**src/exec_regs.svh**
```systemverilog
// register offsets, field positions, reset values and timing counts of the add/and/call datapath
`ifndef EXEC_REGS_SVH
`define EXEC_REGS_SVH

`define REG_ADDR_W 8
`define REG_DATA_W 16
`define PC_W 12

`define ADDR_WREG 8'h00
`define ADDR_FLAGS 8'h04
`define ADDR_PC 8'h08
`define ADDR_OPERAND 8'h0C
`define ADDR_CMD 8'h10
`define ADDR_STATUS 8'h14

`define FLG_CARRY 0
`define FLG_NIBBLE 1
`define FLG_ZERO 2
`define FLG_WRAP 3

`define CMD_OP_LSB 0
`define CMD_OP_MSB 3
`define CMD_MADDR_LSB 8
`define CMD_MADDR_MSB 15
`define STAT_BUSY 0
`define STAT_CYC_LSB 8
`define STAT_CYC_MSB 15

`define WREG_RST 8'h00
`define PC_RST 12'h000
`define OPERAND_RST 16'h0000

`define PC_STEP 12'h001
`define SHORT_CYCLES 8'h01
`define CALL_CYCLES 8'h02
`define OP_LAST 4'h8

`endif

```
**src/exec_pkg.sv**
```systemverilog
// types of the add/and/call datapath
`include "exec_regs.svh"

package exec_pkg;

   typedef enum logic [3:0] {
      OP_ADC_WREG,
      OP_ADC_MEM,
      OP_ADD_WREG,
      OP_ADD_IMM,
      OP_ADD_MEM,
      OP_AND_WREG,
      OP_AND_IMM,
      OP_AND_MEM,
      OP_CALL
   } op_t;

   typedef enum logic [2:0] {
      S_IDLE,
      S_FETCH,
      S_EXEC,
      S_PUSH,
      S_FILL,
      S_LOAD
   } state_t;

   typedef struct packed {
      state_t state;
      op_t op;
      logic [7:0] maddr;
      logic [7:0] wreg;
      logic carry;
      logic nibble;
      logic zero;
      logic wrap;
      logic [`PC_W-1:0] pc;
      logic [`REG_DATA_W-1:0] operand;
      logic [7:0] last_cyc;
      logic mem_rd;
      logic mem_wr;
      logic [7:0] mem_wdata;
      logic stk_push;
      logic [`PC_W-1:0] stk_data;
      logic [`REG_DATA_W-1:0] rdata;
   } exec_st_t;

endpackage : exec_pkg

```
**src/add8_flags.sv**
```systemverilog
// 8-bit adder with carry, nibble carry, signed wrap and zero outputs
`timescale 1ns/10ps

module add8_flags
(
   input wire logic [7:0] a,
   input wire logic [7:0] b,
   input wire logic cin,
   output logic [7:0] sum,
   output logic cout,
   output logic nib_out,
   output logic wrap_out,
   output logic zero_out
);

   logic [4:0] low;
   logic [3:0] high;
   logic c6;

   always_comb
   begin
      low = {1'b0, a[3:0]} + {1'b0, b[3:0]} + {4'h0, cin};
      {c6, high[2:0]} = {1'b0, a[6:4]} + {1'b0, b[6:4]} + {3'h0, low[4]};
      {cout, high[3]} = {1'b0, a[7]} + {1'b0, b[7]} + {1'b0, c6};
      sum = {high, low[3:0]};
      nib_out = low[4];
      // signed wrap: carry into the sign bit differs from carry out of it
      wrap_out = c6 ^ cout;
      zero_out = (sum == 8'h00);
   end

endmodule : add8_flags

```
**src/exec_core.sv**
```systemverilog
// add, and and call execution datapath with register port and memory/stack side
//
// The address map and the plain strobed port were left to the implementer.
`timescale 1ns/10ps
`include "exec_regs.svh"

// Operation
// - add with carry, sum to working register
// - add with carry, sum to memory byte
// - plain add from memory into working register
// - add immediate into working register
// - plain add, sum written to memory
// - and from memory, only zero flag
// - and immediate, only zero flag
// - and into memory, only zero flag
// - call pushes pc plus one, loads target
// - call takes two instruction cycles
// - program counter change costs two cycles
module exec_core
   import exec_pkg::*;
(
   input wire logic mclk,
   input wire logic sys_rst,
   input wire logic [`REG_ADDR_W-1:0] reg_addr,
   input wire logic [`REG_DATA_W-1:0] reg_wdata,
   input wire logic reg_wr,
   input wire logic reg_rd,
   output logic [`REG_DATA_W-1:0] reg_rdata,
   output logic [7:0] mem_addr,
   output logic mem_rd,
   input wire logic [7:0] mem_rdata,
   output logic mem_wr,
   output logic [7:0] mem_wdata,
   output logic stk_push,
   output logic [`PC_W-1:0] stk_data,
   output logic [`PC_W-1:0] pc_out
);

   exec_st_t st_r;
   exec_st_t st_nxt;

   logic [7:0] add_b;
   logic add_cin;
   logic [7:0] add_sum;
   logic add_c;
   logic add_nib;
   logic add_wrap;
   logic add_zero;
   logic [7:0] and_res;
   logic busy;

   function automatic logic uses_imm(input op_t op);
      uses_imm = (op == OP_ADD_IMM) || (op == OP_AND_IMM);
   endfunction : uses_imm

   function automatic logic needs_mem(input op_t op);
      needs_mem = !uses_imm(op) && (op != OP_CALL);
   endfunction : needs_mem

   function automatic logic carry_out(input logic [7:0] a, input logic [7:0] b, input logic cin);
      logic [8:0] s;
      s = {1'b0, a} + {1'b0, b} + {8'h00, cin};
      carry_out = s[8];
   endfunction : carry_out

   assign busy = (st_r.state != S_IDLE);

   // second operand: immediate field of operand register or the fetched memory byte
   always_comb
   begin
      add_b = uses_imm(st_r.op) ? st_r.operand[7:0] : mem_rdata;
      // old carry feeds the sum; the new one is only known after the add
      add_cin = ((st_r.op == OP_ADC_WREG) || (st_r.op == OP_ADC_MEM)) ? st_r.carry : 1'b0;
      and_res = st_r.wreg & add_b;
   end

   add8_flags u_add
   (
      .a(st_r.wreg),
      .b(add_b),
      .cin(add_cin),
      .sum(add_sum),
      .cout(add_c),
      .nib_out(add_nib),
      .wrap_out(add_wrap),
      .zero_out(add_zero)
   );

   always_comb
   begin
      st_nxt = st_r;
      st_nxt.mem_rd = 1'b0;
      st_nxt.mem_wr = 1'b0;
      st_nxt.stk_push = 1'b0;
      st_nxt.rdata = '0;

      if (reg_rd)
      begin
         case (reg_addr)
            `ADDR_WREG: st_nxt.rdata = {8'h00, st_r.wreg};
            `ADDR_FLAGS:
            begin
               st_nxt.rdata[`FLG_CARRY] = st_r.carry;
               st_nxt.rdata[`FLG_NIBBLE] = st_r.nibble;
               st_nxt.rdata[`FLG_ZERO] = st_r.zero;
               st_nxt.rdata[`FLG_WRAP] = st_r.wrap;
            end
            `ADDR_PC: st_nxt.rdata = {{(`REG_DATA_W-`PC_W){1'b0}}, st_r.pc};
            `ADDR_OPERAND: st_nxt.rdata = st_r.operand;
            `ADDR_STATUS:
            begin
               st_nxt.rdata[`STAT_BUSY] = busy;
               st_nxt.rdata[`STAT_CYC_MSB:`STAT_CYC_LSB] = st_r.last_cyc;
            end
            default: st_nxt.rdata = '0;
         endcase
      end

      unique case (st_r.state)
         S_IDLE:
         begin
            // writes land only between instructions, so an op never sees a half update
            if (reg_wr)
            begin
               case (reg_addr)
                  `ADDR_WREG: st_nxt.wreg = reg_wdata[7:0];
                  `ADDR_FLAGS:
                  begin
                     st_nxt.carry = reg_wdata[`FLG_CARRY];
                     st_nxt.nibble = reg_wdata[`FLG_NIBBLE];
                     st_nxt.zero = reg_wdata[`FLG_ZERO];
                     st_nxt.wrap = reg_wdata[`FLG_WRAP];
                  end
                  `ADDR_PC: st_nxt.pc = reg_wdata[`PC_W-1:0];
                  `ADDR_OPERAND: st_nxt.operand = reg_wdata;
                  `ADDR_CMD:
                  begin
                     // unknown op codes are dropped silently
                     if (reg_wdata[`CMD_OP_MSB:`CMD_OP_LSB] <= `OP_LAST)
                     begin
                        st_nxt.op = op_t'(reg_wdata[`CMD_OP_MSB:`CMD_OP_LSB]);
                        st_nxt.maddr = reg_wdata[`CMD_MADDR_MSB:`CMD_MADDR_LSB];
                        st_nxt.mem_rd = needs_mem(op_t'(reg_wdata[`CMD_OP_MSB:`CMD_OP_LSB]));
                        st_nxt.state = S_FETCH;
                     end
                  end
                  default: ;
               endcase
            end
         end
         S_FETCH:
         begin
            st_nxt.state = (st_r.op == OP_CALL) ? S_PUSH : S_EXEC;
         end
         S_EXEC:
         begin
            unique case (st_r.op)
               OP_ADC_WREG, OP_ADD_WREG, OP_ADD_IMM:
               begin
                  st_nxt.wreg = add_sum;
               end
               OP_ADC_MEM, OP_ADD_MEM:
               begin
                  st_nxt.mem_wr = 1'b1;
                  st_nxt.mem_wdata = add_sum;
               end
               OP_AND_WREG, OP_AND_IMM:
               begin
                  st_nxt.wreg = and_res;
               end
               OP_AND_MEM:
               begin
                  st_nxt.mem_wr = 1'b1;
                  st_nxt.mem_wdata = and_res;
               end
               OP_CALL: ;
            endcase
            if ((st_r.op == OP_AND_WREG) || (st_r.op == OP_AND_IMM) || (st_r.op == OP_AND_MEM))
            begin
               st_nxt.zero = (and_res == 8'h00);
            end
            else
            begin
               st_nxt.carry = add_c;
               st_nxt.nibble = add_nib;
               st_nxt.wrap = add_wrap;
               st_nxt.zero = add_zero;
            end
            st_nxt.pc = st_r.pc + `PC_STEP;
            st_nxt.last_cyc = `SHORT_CYCLES;
            st_nxt.state = S_IDLE;
         end
         S_PUSH:
         begin
            st_nxt.stk_push = 1'b1;
            st_nxt.stk_data = st_r.pc + `PC_STEP;
            st_nxt.state = S_FILL;
         end
         S_FILL:
         begin
            // extra half of the second instruction cycle
            st_nxt.state = S_LOAD;
         end
         S_LOAD:
         begin
            st_nxt.pc = st_r.operand[`PC_W-1:0];
            st_nxt.last_cyc = `CALL_CYCLES;
            st_nxt.state = S_IDLE;
         end
      endcase
   end

   always_ff @(posedge mclk or posedge sys_rst)
   begin
      if (sys_rst)
      begin
         st_r <= '0;
         st_r.wreg <= `WREG_RST;
         st_r.pc <= `PC_RST;
         st_r.operand <= `OPERAND_RST;
      end
      else
      begin
         st_r <= st_nxt;
      end
   end

   assign reg_rdata = st_r.rdata;
   assign mem_addr = st_r.maddr;
   assign mem_rd = st_r.mem_rd;
   assign mem_wr = st_r.mem_wr;
   assign mem_wdata = st_r.mem_wdata;
   assign stk_push = st_r.stk_push;
   assign stk_data = st_r.stk_data;
   assign pc_out = st_r.pc;
endmodule : exec_core

```
**config.mk**
```make
export PLATFORM = sky130hd
export DESIGN_NAME = exec_core
export DESIGN_NICKNAME = d
export VERILOG_FILES = /design/src/exec_pkg.sv /design/src/add8_flags.sv /design/src/exec_core.sv
export VERILOG_INCLUDE_DIRS = /design/src
export SDC_FILE = /design/constraint.sdc
export NUM_CORES = 1
export LEC_CHECK = 0
export ABC_AREA = 1
export BUFFER_PORTS_ARGS = -buffer_cell sky130_fd_sc_hd__buf_2
export CAP_MARGIN = 30
export CORE_MARGIN = 2
export CORE_UTILIZATION = 45
export CTS_CLUSTER_SIZE = 16
export DETAILED_ROUTE_END_ITERATION = 8
export PLACE_DENSITY = 0.63
export REMOVE_ABC_BUFFERS = 1
export SLEW_MARGIN = 20
export SYNTH_ARGS = -nofsm -noshare
export SYNTH_HDL_FRONTEND = slang
export SYNTH_SLANG_ARGS = --single-unit
```
**constraint.sdc**
```tcl
create_clock -name mclk -period 5.05 [get_ports mclk]
set_clock_uncertainty 0.15 [all_clocks]
set_input_delay 0 -clock mclk [delete_from_list [all_inputs] [get_ports mclk]]
set_output_delay 0 -clock mclk [all_outputs]
set_load 0.1 [all_outputs]
```
Word-level counts from Yosys, hierarchy flattened

Index checks and enable logic that the tools add are counted.

Bits in registers: 102
Bits in latches: 0
RAM bits: 0
ROM bits: 0
Input port bits: 36
Output and inout bits: 59
Word-level logic and storage cells: 115
Memories kept: 0

Add/sub/neg operators: 7
$mul: 0
Divide/modulo/power cells: 0
$lt $le $gt $ge: 1
Equality and inequality tests: 29
Shift operators: 0
Muxes and demuxes: 30
Bitwise operators: 2
Reduce and logical (&&, ||, !) cells: 29

Operator list:

| cell                    | count |
|---|---|
| $mux W55                | 1 |
| $pmux W12 S3            | 1 |
| $mux W16                | 2 |
| $pmux W8 S2             | 2 |
| $mux W15                | 2 |
| $logic_not A8 Y1        | 3 |
| $pmux W12 S2            | 1 |
| $pmux W8 S3             | 1 |
| $eq A4 B3 Y1 const B    | 5 |
| $pmux W9 S2             | 1 |
| $eq A8 B4 Y1 const B    | 2 |
| $eq A8 B5 Y1 const B    | 2 |
| $mux W8                 | 2 |
| $pmux W3 S5             | 1 |
| $mux W13                | 1 |
| $add A12 B1 Y12 const B | 1 |
| $eq A4 B2 Y1 const B    | 3 |
| $mux W12                | 1 |
| $pmux W3 S4             | 1 |
| $pmux W4 S3             | 1 |
| $reduce_and A3 Y1       | 4 |
| $reduce_and A4 Y1       | 3 |
| $mux W9                 | 1 |
| $and A8 B8 Y8           | 1 |
| 32 further kinds        | 55 |

Logic depth before layout (Yosys ltp)

Gate-level depths: netlist (run 1).

Depth in word-level cells: 10
Depth in mapped cells: 24
Gate-level depth less buffers: 23

Hierarchy

A second synthesis (run 1) with hierarchy kept.

Cells, all modules: 743
Area, all modules: 5,665.4 sq um

By module, submodules not included:

| module     | times used | cells each | area each (sq um) | sequential area each (sq um) |
|---|---|---|---|---|
| exec_core  | 1          | 678        | 5,273.8           | 2,402.3 |
| add8_flags | 1          | 65         | 391.6             | 0.0 |

Least setup slack after synthesis (run 1)

OpenSTA, ideal clock, no wires.

Path kind: register -> register
Start point: register st_r[98] (netlist bit)
End point: register st_r[76] (netlist bit)
Setup time: 0.077 ns
Arrival: 3.861 ns
Required time: 4.823 ns
Slack: 0.961 ns
Cell stages (with the launch flop): 24
Path buffers: 1
Period minus slack after synthesis: 4.089 ns
Cells stage by stage: dfrtp_1 -> nor2_1 -> nand2_1 -> nand2_1 -> clkbuf_1 -> nand2_1 -> o21ai_0 -> inv_1 -> fa_1 -> fa_1 -> o21ai_0 -> fa_1 -> nand2_1 -> nand2_1 -> o21ai_0 -> inv_1 -> fa_1 -> inv_1 -> nand3_1 -> nor3_1 -> nand3_1 -> nand2_1 -> nand2_1 -> a21oi_1

Cells in the longest elaborated chain, start to end: 10
Elaborated cells between the ends (all ways): 23
Classes of those cells: add/sub: 6; eq/ne: 5; mux: 4; bitwise: 1; reduce/logical: 7

RTL lines:

| what                                                | RTL line                          | RTL |
|---|---|---|
| start, declared                                     | exec_core.sv:39                   | `exec_st_t st_r;` |
| start signal, assigned                              | exec_core.sv:224                  | `st_r <= st_nxt;` |
| $eq A4 B2 Y1 / $eq A4 B3 Y1 (equally long branches) | exec_core.sv:53, exec_core.sv:178 |  |
| $logic_or A1 B1 Y1                                  | exec_core.sv:53                   | `uses_imm = (op == OP_ADD_IMM) \|\| (op == OP_AND_IMM);` |
| $mux W8                                             | exec_core.sv:71                   | `add_b = uses_imm(st_r.op) ? st_r.operand[7:0] : mem_rdata;` |
| $add A4 B4 Y5                                       | add8_flags.sv:22                  | `low = {1'b0, a[3:0]} + {1'b0, b[3:0]} + {4'h0, cin};` |
| $add A5 B1 Y5                                       | add8_flags.sv:22                  |  |
| $add A4 B1 Y4                                       | add8_flags.sv:23                  | `{c6, high[2:0]} = {1'b0, a[6:4]} + {1'b0, b[6:4]} + {3'h0, low[4]};` |
| $add A2 B1 Y2                                       | add8_flags.sv:24                  | `{cout, high[3]} = {1'b0, a[7]} + {1'b0, b[7]} + {1'b0, c6};` |
| $logic_not A8 Y1                                    | add8_flags.sv:29                  | `zero_out = (sum == 8'h00);` |
| $mux W1 *                                           | exec_core.sv:178                  | `if ((st_r.op == OP_AND_WREG) \|\| (st_r.op == OP_AND_IMM) \|\| (st_r.op == OP_AND_MEM))` |
| $pmux W12 S2 *                                      | exec_core.sv:119                  | `unique case (st_r.state)` |

Every way passes the cells marked *; elsewhere a longest branch is shown, timed or not.
A chain may end at the register's enable or synchronous reset.

Worst setup path in the final report (run 1)

Same ends and word-level chain as after synthesis.

==> flow_metrics.env, run 1 <==
export IMPL_clock_path_buffers=2
export IMPL_initial_core_util_pct=46.51
export IMPL_postSynthCellCount=741
export IMPL_critical_path_buf_inv_count=3
export IMPL_grt_ovfl_total=0
export IMPL_p_leak_nw=3.344
export IMPL_dr_wl_met3_um=559
export IMPL_die_h_um=115.9
export IMPL_tightest_slew_ns=0.8993
export IMPL_holdCritPathClass="input port to asynchronous set/reset pin"
export IMPL_peakVddDrop_mv=0.1401
export IMPL_drv_cap=0
export IMPL_crit_required_ns=5.18
export IMPL_ys_seq_area_share_pct=42.65
export IMPL_yosys_area_share_simple_pct=24.06
export IMPL_finalPower_w=0.001896
export IMPL_max_freq_mhz=227.4
export IMPL_reg2reg_slack_ns=0.65
export IMPL_gp_routability_congestion=0.8960
export IMPL_setup_viol=0
export IMPL_crit_arrival_ns=4.53
export IMPL_rows=40
export IMPL_status="completed"
export IMPL_start_kind="flop"
export IMPL_core_area_mm2=0.01211
export IMPL_clock_sinks=96
export IMPL_top_layer="met4"
export IMPL_synth_compound_area_share_pct=11.59
export IMPL_maxSlewHeadroom_pct=39.85
export IMPL_async_flop_share_pct=100.0
export IMPL_synth_top_cell_area_share_pct=42.65
export IMPL_io_buffer_count=94
export IMPL_synth_cell_types=39
export IMPL_synth_edff_count=0
export IMPL_final_common_cell="nand2_1"
export IMPL_grt_pass1_wl_um=23980
export IMPL_drive_gt1_share_pct=16.96
export IMPL_die_area_mm2=0.01343
export IMPL_ys_ff_latch=96
export IMPL_synthAdderAreaFrac_pct=3.554
export IMPL_synth_top_family_by_area="simple AND/OR/NAND/NOR gates"
export IMPL_path_cells="nor2_1 > nand2_1 > nand2_2 > nand2_1 > o21ai_0 > inv_1 > fa_1 > fa_1 > o21ai_0 > fa_1 > nand2_1 > nand2_1 > o21ai_0 > inv_1 > fa_1 > inv_1 > nand3_1 > nor3_1 > nand3_1 > nand2_1 > nand2_1 > a21oi_1"
export IMPL_pwr_density_cell_mw_per_mm2=297.5
export IMPL_fin_crit_sh_pct=87.08
export IMPL_syn_avg_cell_area_um2=7.602
export IMPL_worst_setup_path_end_kind="flop"
export IMPL_die_w_um=115.9
export IMPL_wl_met2_um=7195
export IMPL_synth_xor_area_share_pct=1.710
export IMPL_antennaDiodeCount=0
export IMPL_first_global_vias=4651
export IMPL_wl_um=14930
export IMPL_path_common_cell="nand2_1"
export IMPL_drtIter0Drc=273
export IMPL_grt_max_degree=73
export IMPL_hpwl_um=11100
export IMPL_fillers=1206
export IMPL_clk_latency_ns=0.35
export IMPL_nNetsFinal=846
export IMPL_syn_to_final_growth_pct=13.13
export IMPL_met1_length_um=6945
export IMPL_slowest_stage="fa_1"
export IMPL_cts_root_buf="clkbuf_16"
export IMPL_drc=0
export IMPL_finalHoldViolCount=0
export IMPL_cts_max_level=3
export IMPL_path_class="flop to flop"
export IMPL_yosys_warnings=0
export IMPL_detail_route_antenna_nets=0
export IMPL_critPathTopFamily="adder cells"
export IMPL_cp_max_fo=13
export IMPL_synth_area_leader_cell="dfrtp_1"
export IMPL_rsz0062_at_grt="no"
export IMPL_ios=95
export IMPL_cts_setup_buffers=0
export IMPL_drv_slew=0
export IMPL_firstDrtPassIters=5
export IMPL_synth_ff_type="dfrtp_1"
export IMPL_cts_tree="built"
export IMPL_cts_buffers=9
export IMPL_vias=4872
export IMPL_layout_common_cells="nand2_1, dfrtp_1, buf_2"
export IMPL_clk_pin_slew_ns=0.07
export IMPL_synth_area_mux_share_pct=0.9329
export IMPL_synth_area_mm2=0.005633
export IMPL_groute_usage_overall_pct=23.39
export IMPL_min_period_ns=4.398
export IMPL_vias_per_cell=5.023
export IMPL_synth_area_top_cells="dfrtp_1, nand2_1, buf_4"
export IMPL_antenna_found_initial=0
export IMPL_max_stage_delay_ns=0.45
export IMPL_wl_per_cell_um=15.39
export IMPL_finalSetupTns_ns=0
==> through the flow <==
stage	hold slack (ns)	std cells	setup slack [ns]	util, %	instance area, µm²
after floorplan	-0.06648	667	1.073	-	5121
after global placement	-0.1734	931	0.6928	48.05	5819
after detailed placement	-0.1648	931	0.5508	48.05	5819
after CTS	0.006141	967	0.4918	52.24	6327
after global routing	0.06167	970	0.1575	52.61	6372
final	0.02140	970	0.6523	52.61	6372
==> worst paths after layout <==
path                            depth (start not counted)          from           end
worst max-delay path                                   22      st_r[98]      st_r[76]
worst min-delay path                                    3       sys_rst   mem_addr[0]
worst max register to register                         22      st_r[98]      st_r[76]
worst min register to register                          2  stk_data[10]  stk_data[10]
max in group asynchronous                               5       sys_rst     pc_out[0]
min in group mclk                                       7   reg_addr[4]      st_r[99]
==> layer usage <==
metal | vias to the layer above | global-route usage (%)
met5 | - | 0
li1 | 2405 | -
met3 | 15 | 3.086
met1 | 2326 | 32.27
met4 | 0 | 8.095
met2 | 126 | 38.21
==> final cells by class <==
| cell class | count | area, µm² | share of cell area (%) |
|---|---|---|---|
| Sequential cell | 96 | 2402 | 37.70 |
| Multi-Input combinational cell | 475 | 2360 | 37.03 |
| Timing Repair Buffer | 119 | 728.2 | 11.43 |
| Inverter | 96 | 364.1 | 5.714 |
| Clock buffer | 12 | 256.5 | 4.025 |
| Tap cell | 168 | 210.2 | 3.299 |
| Clock inverter | 4 | 51.30 | 0.8050 |
==> kinds of logic after synthesis <==
| logic type | count (synthesis) |
|---|---|
| compound gates | 119 |
| xor+xnor | 11 |
| fa+ha+maj | 13 |
| buf+inv | 170 |
| flops | 96 |
| mux | 4 |
| simple gates | 328 |
==> where the power goes <==
| part | switching [W] | leakage (nW) | internal, W |
|---|---|---|---|
| Sequential | 0.0000323 | 1.24 | 0.000801 |
| Clock | 0.000301 | 0.149 | 0.000412 |
| Combinational | 0.000252 | 1.95 | 0.0000973 |
| Total | 0.000585 | 3.34 | 0.00131 |
==> cells in the mapped netlist, types with 5 or more instances <==
cell type and count:
nor2_1 59, o22ai_1 8, xor2_1 9, a21oi_1 24, buf_2 10, clkbuf_1 5, inv_2 6, fa_1 5
dfrtp_1 96, nand2_1 208, inv_1 89, nor3_1 9, nand3_1 39, buf_4 57, o211ai_1 7, ha_1 8
o21ai_0 65
==> flip-flops by register name, indices dropped and copies added (netlist names) <==
| signal | flops |
|---|---|
| st_r | 37 |
| reg_rdata | 16 |
| pc_out | 12 |
| stk_data | 12 |
| mem_addr | 8 |
| mem_wdata | 8 |
| mem_rd | 1 |
| mem_wr | 1 |
| stk_push | 1 |
==> worst min-delay path, cell delays in order <==
cell and delay, ns:
dlygate4sd3_1 0.54, buf_2 0.14, inv_4 0.24
==> timing repair <==
action                     in CTS  in global routing
setup endpoints to repair       0                  1
gates resized for setup         0                  1
hold endpoints to repair       86                  0
hold buffers                   20                  0
Power figures use the tool's default switching activity.
==> inputs of run 2 (changes only) <==
--- a/config.mk
+++ b/config.mk
@@ -9,11 +9,13 @@
 export ABC_AREA = 1
 export BUFFER_PORTS_ARGS = -buffer_cell sky130_fd_sc_hd__buf_2
 export CAP_MARGIN = 30
+export CELL_PAD_IN_SITES_DETAIL_PLACEMENT = 0
+export CELL_PAD_IN_SITES_GLOBAL_PLACEMENT = 1
 export CORE_MARGIN = 2
-export CORE_UTILIZATION = 45
+export CORE_UTILIZATION = 41
 export CTS_CLUSTER_SIZE = 16
 export DETAILED_ROUTE_END_ITERATION = 8
-export PLACE_DENSITY = 0.63
+export PLACE_DENSITY = 0.77
 export REMOVE_ABC_BUFFERS = 1
 export SLEW_MARGIN = 20
 export SYNTH_ARGS = -nofsm -noshare
==> flow_metrics.env, run 2 (synthesis results as in run 1) <==
export IMPL_status="completed"
export IMPL_antennaDiodeCount=0
export IMPL_groute_usage_overall_pct=21.88
export IMPL_gp_routability_congestion=0.8844
export IMPL_die_h_um=121.2
export IMPL_finalHoldViolCount=0
export IMPL_ios=95
export IMPL_peakVddDrop_mv=0.2091
export IMPL_final_common_cell="nand2_1"
export IMPL_pwr_density_cell_mw_per_mm2=294.1
export IMPL_path_cells="nor2_1 > nand2_1 > nand2_2 > nand2_1 > o21ai_0 > inv_1 > fa_1 > fa_1 > o21ai_0 > fa_1 > nand2_1 > nand2_1 > o21ai_0 > inv_1 > fa_1 > inv_1 > nand3_1 > nor3_1 > nand3_1 > nand2_1 > nand2_1 > a21oi_1"
export IMPL_slowest_stage="fa_1"
export IMPL_dp_slack_ns=0.4388
export IMPL_cts_root_buf="clkbuf_16"
export IMPL_drtIter0Drc=430
export IMPL_p_leak_nw=3.326
export IMPL_drv_cap=0
export IMPL_finalNonFillerCells=973
export IMPL_grt_max_degree=52
export IMPL_rows=42
export IMPL_first_global_vias=4697
export IMPL_largest_register="st_r"
export IMPL_whs_ns=0.01954
export IMPL_syn_to_final_growth_pct=12.51
export IMPL_clk_pin_slew_ns=0.06
export IMPL_io_buffer_count=94
export IMPL_fin_ws_ns=0.5581
export IMPL_grt_pass1_wl_um=24710
export IMPL_fin_crit_sh_pct=88.95
export IMPL_wl_per_cell_um=15.65
export IMPL_largest_reg_flops=37
export IMPL_rsz0062_at_grt="no"
export IMPL_vias_per_cell=4.983
export IMPL_finalSetupTns_ns=0
export IMPL_max_freq_mhz=222.6
export IMPL_die_w_um=121.2
export IMPL_crit_arrival_ns=4.62
export IMPL_p_comb_share_pct=18.4
export IMPL_grt_ovfl_total=0
export IMPL_core_area_mm2=0.01335
export IMPL_p_int_w=0.001296
export IMPL_drc=0
export IMPL_drv_slew=0
export IMPL_antenna_found_initial=0
export IMPL_path_class="flop to flop"
export IMPL_hpwl_um=11430
export IMPL_dp_cells=940
export IMPL_setup_viol=0
export IMPL_p_clk_share_pct=36.7
export IMPL_drive_gt1_share_pct=16.56
export IMPL_start_kind="flop"
export IMPL_die_area_mm2=0.01469
export IMPL_holdCritPathClass="input port to flop"
export IMPL_min_period_ns=4.492
export IMPL_worst_setup_path_end_kind="flop"
export IMPL_tightest_slew_ns=0.8780
export IMPL_switching_share_pct=30.44
export IMPL_nNetsFinal=845
export IMPL_p_switching_w=0.0005673
export IMPL_maxSlewHeadroom_pct=41.28
export IMPL_cts_buffers=9
export IMPL_clock_sinks=96
export IMPL_vias=4848
export IMPL_cts_setup_buffers=0
export IMPL_max_stage_delay_ns=0.45
export IMPL_clk_latency_ns=0.35
export IMPL_layout_common_cells="nand2_1, dfrtp_1, buf_2"
export IMPL_initial_core_util_pct=42.20
export IMPL_firstDrtPassIters=5
export IMPL_cp_max_fo=13
export IMPL_path_common_cell="nand2_1"
export IMPL_detail_route_antenna_nets=0
export IMPL_share_seq_of_total_power_pct=44.9
export IMPL_wl_um=15230
export IMPL_cts_tree="built"
export IMPL_cts_max_level=3
export IMPL_clock_path_buffers=2
export IMPL_crit_required_ns=5.18
==> run 2: changes by cell type in the layout (fill, tap and decap cells not counted), sizes merged <==
cell,previous run,this run
clkbuf,12,11
buf,99,98
clkinvlp,1,0
clkinv,2,1
inv,96,95
==> run 2: routing by layer <==
layer,GRT usage [%],up-vias,routed length [µm],share of wire (%)
met1,30.58,2287,7117,47
met3,4.652,18,901,5.9
met4,6.753,0,235,1.5
met2,34.09,154,6973,46
li1,-,2389,-,-
met5,0,-,0,0
==> run 2: worst paths after layout <==
path / start / to / slack, ns / cells past startpoint
max: st_r[98] / st_r[76] / 0.56 / 22
min: reg_addr[0] / reg_rdata[5] / 0.02 / 6
max reg2reg: st_r[98] / st_r[76] / 0.56 / 22
min reg2reg: stk_data[2] / stk_data[2] / 0.32 / 2
max in group asynchronous: sys_rst / st_r[55] / 3.54 / 4
min in group asynchronous: sys_rst / stk_data[8] / 0.13 / 3
==> run 2: metrics by stage <==
stage               total power [W]  area, µm²  util, %
floorplan                  0.001086       5121        -
global placement           0.001177       5829    43.67
detailed placement         0.001182       5844    43.79
CTS                        0.001881       6327    47.40
global route               0.001950       6337    47.48
finish                     0.001864       6337    47.48
==> run 2: layout make-up <==
class | count | area [µm²]
multi-input cells | 475 | 2360
flip-flops and latches | 96 | 2402
clock buffers | 11 | 252.7
clock inverters | 1 | 30.03
fillers | 1357 | 7010
inverters | 96 | 364.1
repair buffers | 118 | 708.2
well taps | 176 | 220.2
==> run 2: worst max-delay path: cells and delay by family (launching register included) <==
family	cells	cell delay, ns
AOI/OAI and AO/OA	4	0.72
and+or+nand+nor	11	1.22
buffers and inverters	3	0.31
DFF	1	0.42
adders and majority gates	4	1.58
==> run 2: repair_timing <==
action	4_1_cts	5_1_grt
resized for setup	0	1
hold buffers	20	0
hold endpoints to repair	111	0
endpoints found under the setup margin	0	1
==> run 2: power groups by stage <==
stage / logic (W) / registers [W] / clock network [W]
6_report: 0.000344 / 0.000836 / 0.000684
5_1_grt: 0.000377 / 0.000840 / 0.000732
4_1_cts: 0.000345 / 0.000836 / 0.000700
3_5_place_dp: 0.000332 / 0.000850 / 0
3_3_place_gp: 0.000328 / 0.000849 / 0
2_1_floorplan: 0.000151 / 0.000935 / 0
==> inputs of run 3 (changes only) <==
--- a/config.mk
+++ b/config.mk
@@ -12,10 +12,10 @@
 export CELL_PAD_IN_SITES_DETAIL_PLACEMENT = 0
 export CELL_PAD_IN_SITES_GLOBAL_PLACEMENT = 1
 export CORE_MARGIN = 2
-export CORE_UTILIZATION = 41
+export CORE_UTILIZATION = 35
 export CTS_CLUSTER_SIZE = 16
 export DETAILED_ROUTE_END_ITERATION = 8
-export PLACE_DENSITY = 0.77
+export PLACE_DENSITY = 0.67
 export REMOVE_ABC_BUFFERS = 1
 export SLEW_MARGIN = 20
 export SYNTH_ARGS = -nofsm -noshare
==> constraint.sdc (replaced) <==
create_clock -name mclk -period 5.05 [get_ports mclk]
set_clock_uncertainty 0.15 [all_clocks]
set_input_delay 0 -clock mclk [delete_from_list [all_inputs] [get_ports mclk]]
set_output_delay 0 -clock mclk [all_outputs]
set_load 0.01 [all_outputs]
==> flow_metrics.env, run 3 (synthesis results as in run 1) <==
export IMPL_drc=0
export IMPL_setup_viol=0
export IMPL_largest_reg_flops=37
export IMPL_rsz0062_at_grt="no"
export IMPL_vias_per_cell=4.878
export IMPL_die_w_um=130.9
export IMPL_detail_route_antenna_nets=0
export IMPL_r2r_end="st_r[76]"
export IMPL_first_global_vias=4791
export IMPL_met1_length_um=7508
export IMPL_finalPower_w=0.001811
export IMPL_cp_max_fo=13
export IMPL_cts_tree="built"
export IMPL_wl_met2_um=7403
export IMPL_finalHoldViolCount=0
export IMPL_maxSlewHeadroom_pct=37.53
export IMPL_path_class="flop to flop"
export IMPL_worst_setup_path_end_kind="flop"
export IMPL_drive_gt1_share_pct=17.10
export IMPL_hp_start="reg_addr[2]"
export IMPL_ios=95
export IMPL_max_freq_mhz=221.4
export IMPL_wl_per_cell_um=15.94
export IMPL_whs_ns=0.02453
export IMPL_min_to="reg_rdata[0]"
export IMPL_crit_required_ns=5.19
export IMPL_io_buffer_count=94
export IMPL_groute_usage_overall_pct=19.68
export IMPL_drv_slew=0
export IMPL_gp_routability_congestion=0.8662
export IMPL_core_area_mm2=0.01583
export IMPL_die_area_mm2=0.01712
export IMPL_clock_sinks=96
export IMPL_r2r_cells=22
export IMPL_tightest_slew_ns=0.9341
export IMPL_cts_root_buf="clkbuf_16"
export IMPL_grt_ovfl_total=0
export IMPL_hpwl_um=12010
export IMPL_rr_startpoint="st_r[98]"
export IMPL_vias=4961
export IMPL_clock_path_buffers=2
export IMPL_path_common_cell="nand2_1"
export IMPL_pwr_density_cell_mw_per_mm2=282.6
export IMPL_fin_ws_ns=0.5333
export IMPL_layout_common_cells="nand2_1, dfrtp_1, buf_2"
export IMPL_wl_um=16210
export IMPL_reg2reg_slack_ns=0.53
export IMPL_drv_cap=0
export IMPL_antennaDiodeCount=0
export IMPL_clk_latency_ns=0.36
export IMPL_nNetsFinal=845
export IMPL_largest_register="st_r"
export IMPL_max_stage_delay_ns=0.45
export IMPL_fin_crit_sh_pct=89.44
export IMPL_clk_pin_slew_ns=0.07
export IMPL_cts_max_level=3
export IMPL_final_area_mm2=0.006409
export IMPL_cts_setup_buffers=0
export IMPL_slowest_stage="fa_1"
export IMPL_holdCritPathClass="input port to flop"
export IMPL_status="completed"
export IMPL_die_h_um=130.9
export IMPL_top_layer="met4"
export IMPL_dr_wl_met3_um=950
export IMPL_rows=46
export IMPL_drtIter0Drc=479
export IMPL_finalSetupTns_ns=0
export IMPL_grt_max_degree=53
export IMPL_initial_core_util_pct=35.59
export IMPL_min_period_ns=4.517
export IMPL_dp_slack_ns=0.4791
export IMPL_peakVddDrop_mv=0.1682
export IMPL_antenna_found_initial=0
export IMPL_postPlaceCellArea_mm2=0.005902
export IMPL_hold_depth=6
export IMPL_final_common_cell="nand2_1"
export IMPL_crit_arrival_ns=4.65
export IMPL_grt_pass1_wl_um=25420
export IMPL_syn_to_final_growth_pct=13.77
export IMPL_start_kind="flop"
export IMPL_path_cells="nor2_1 > nand2_1 > nand2_2 > nand2_1 > o21ai_0 > inv_1 > fa_1 > fa_1 > o21ai_0 > fa_1 > nand2_1 > nand2_1 > o21ai_0 > inv_1 > fa_1 > inv_1 > nand3_1 > nor3_1 > nand3_1 > nand2_1 > nand2_1 > a21oi_1"
export IMPL_firstDrtPassIters=5
export IMPL_p_leak_nw=3.332
export IMPL_cts_buffers=9
## run 3: changes by cell type in the layout (fill, tap and decap cells not counted)
| cell | change |
|---|---|
| clkbuf_8 | -1 |
| dlygate4sd3_1 | -1 |
| o21ai_0 | +1 |
| clkinv_4 | +1 |
| clkinv_2 | +1 |
| clkinvlp_4 | +2 |
| o21ai_1 | -1 |
| inv_6 | +1 |
| buf_4 | +1 |
## run 3: layout make-up
cell class / count / area (µm²)
Timing Repair Buffer: 118 / 705.7
Clock buffer: 10 / 239.0
Inverter: 96 / 364.1
Clock inverter: 6 / 67.56
Multi-Input combinational cell: 475 / 2360
Tap cell: 216 / 270.3
Fill cell: 1662 / 9419
Sequential cell: 96 / 2402
## run 3: worst max-delay path by stage
| stage | endpoint | cells after the start | from |
|---|---|---|---|
| 6_report | st_r[76] | 22 | st_r[98] |
| 5_1_grt | st_r[76] | 22 | st_r[98] |
| 4_1_cts | st_r[76] | 22 | st_r[98] |
| 3_5_place_dp | st_r[76] | 22 | st_r[98] |
| 3_3_place_gp | st_r[76] | 22 | st_r[98] |
| 2_1_floorplan | st_r[76] | 22 | st_r[98] |
## run 3: per-stage QoR
step                cells  util (%)
CTS                  1016     40.43
finish               1017     40.49
global placement      980     37.19
floorplan             667         -
global route         1017     40.49
detailed placement    981     37.29
## run 3: worst max-delay path: cells and delay by family (launching register included)
| kind | cells | cell delay, ns |
|---|---|---|
| compound gates | 4 | 0.72 |
| flops | 1 | 0.43 |
| simple gates | 11 | 1.25 |
| buf+inv | 3 | 0.31 |
| fa+ha+maj | 4 | 1.59 |
## run 3: what timing repair did
action / CTS / global route
endpoints found under the hold margin: 105 / 0
endpoints found under the setup margin: 0 / 1
hold buffers: 19 / 0
resized for setup: 0 / 1
## run 3: metal layers
metal	up-vias	global-route usage [%]
met2	170	30.73
met1	2365	27.37
met3	27	3.094
met5	-	0
li1	2399	-
met4	0	8.073
## run 3: power by group
part           internal [W]  switching (W)  leakage [nW]
Clock              0.000400       0.000322         0.145
Combinational     0.0000952       0.000159          1.94
Sequential         0.000800      0.0000342          1.24
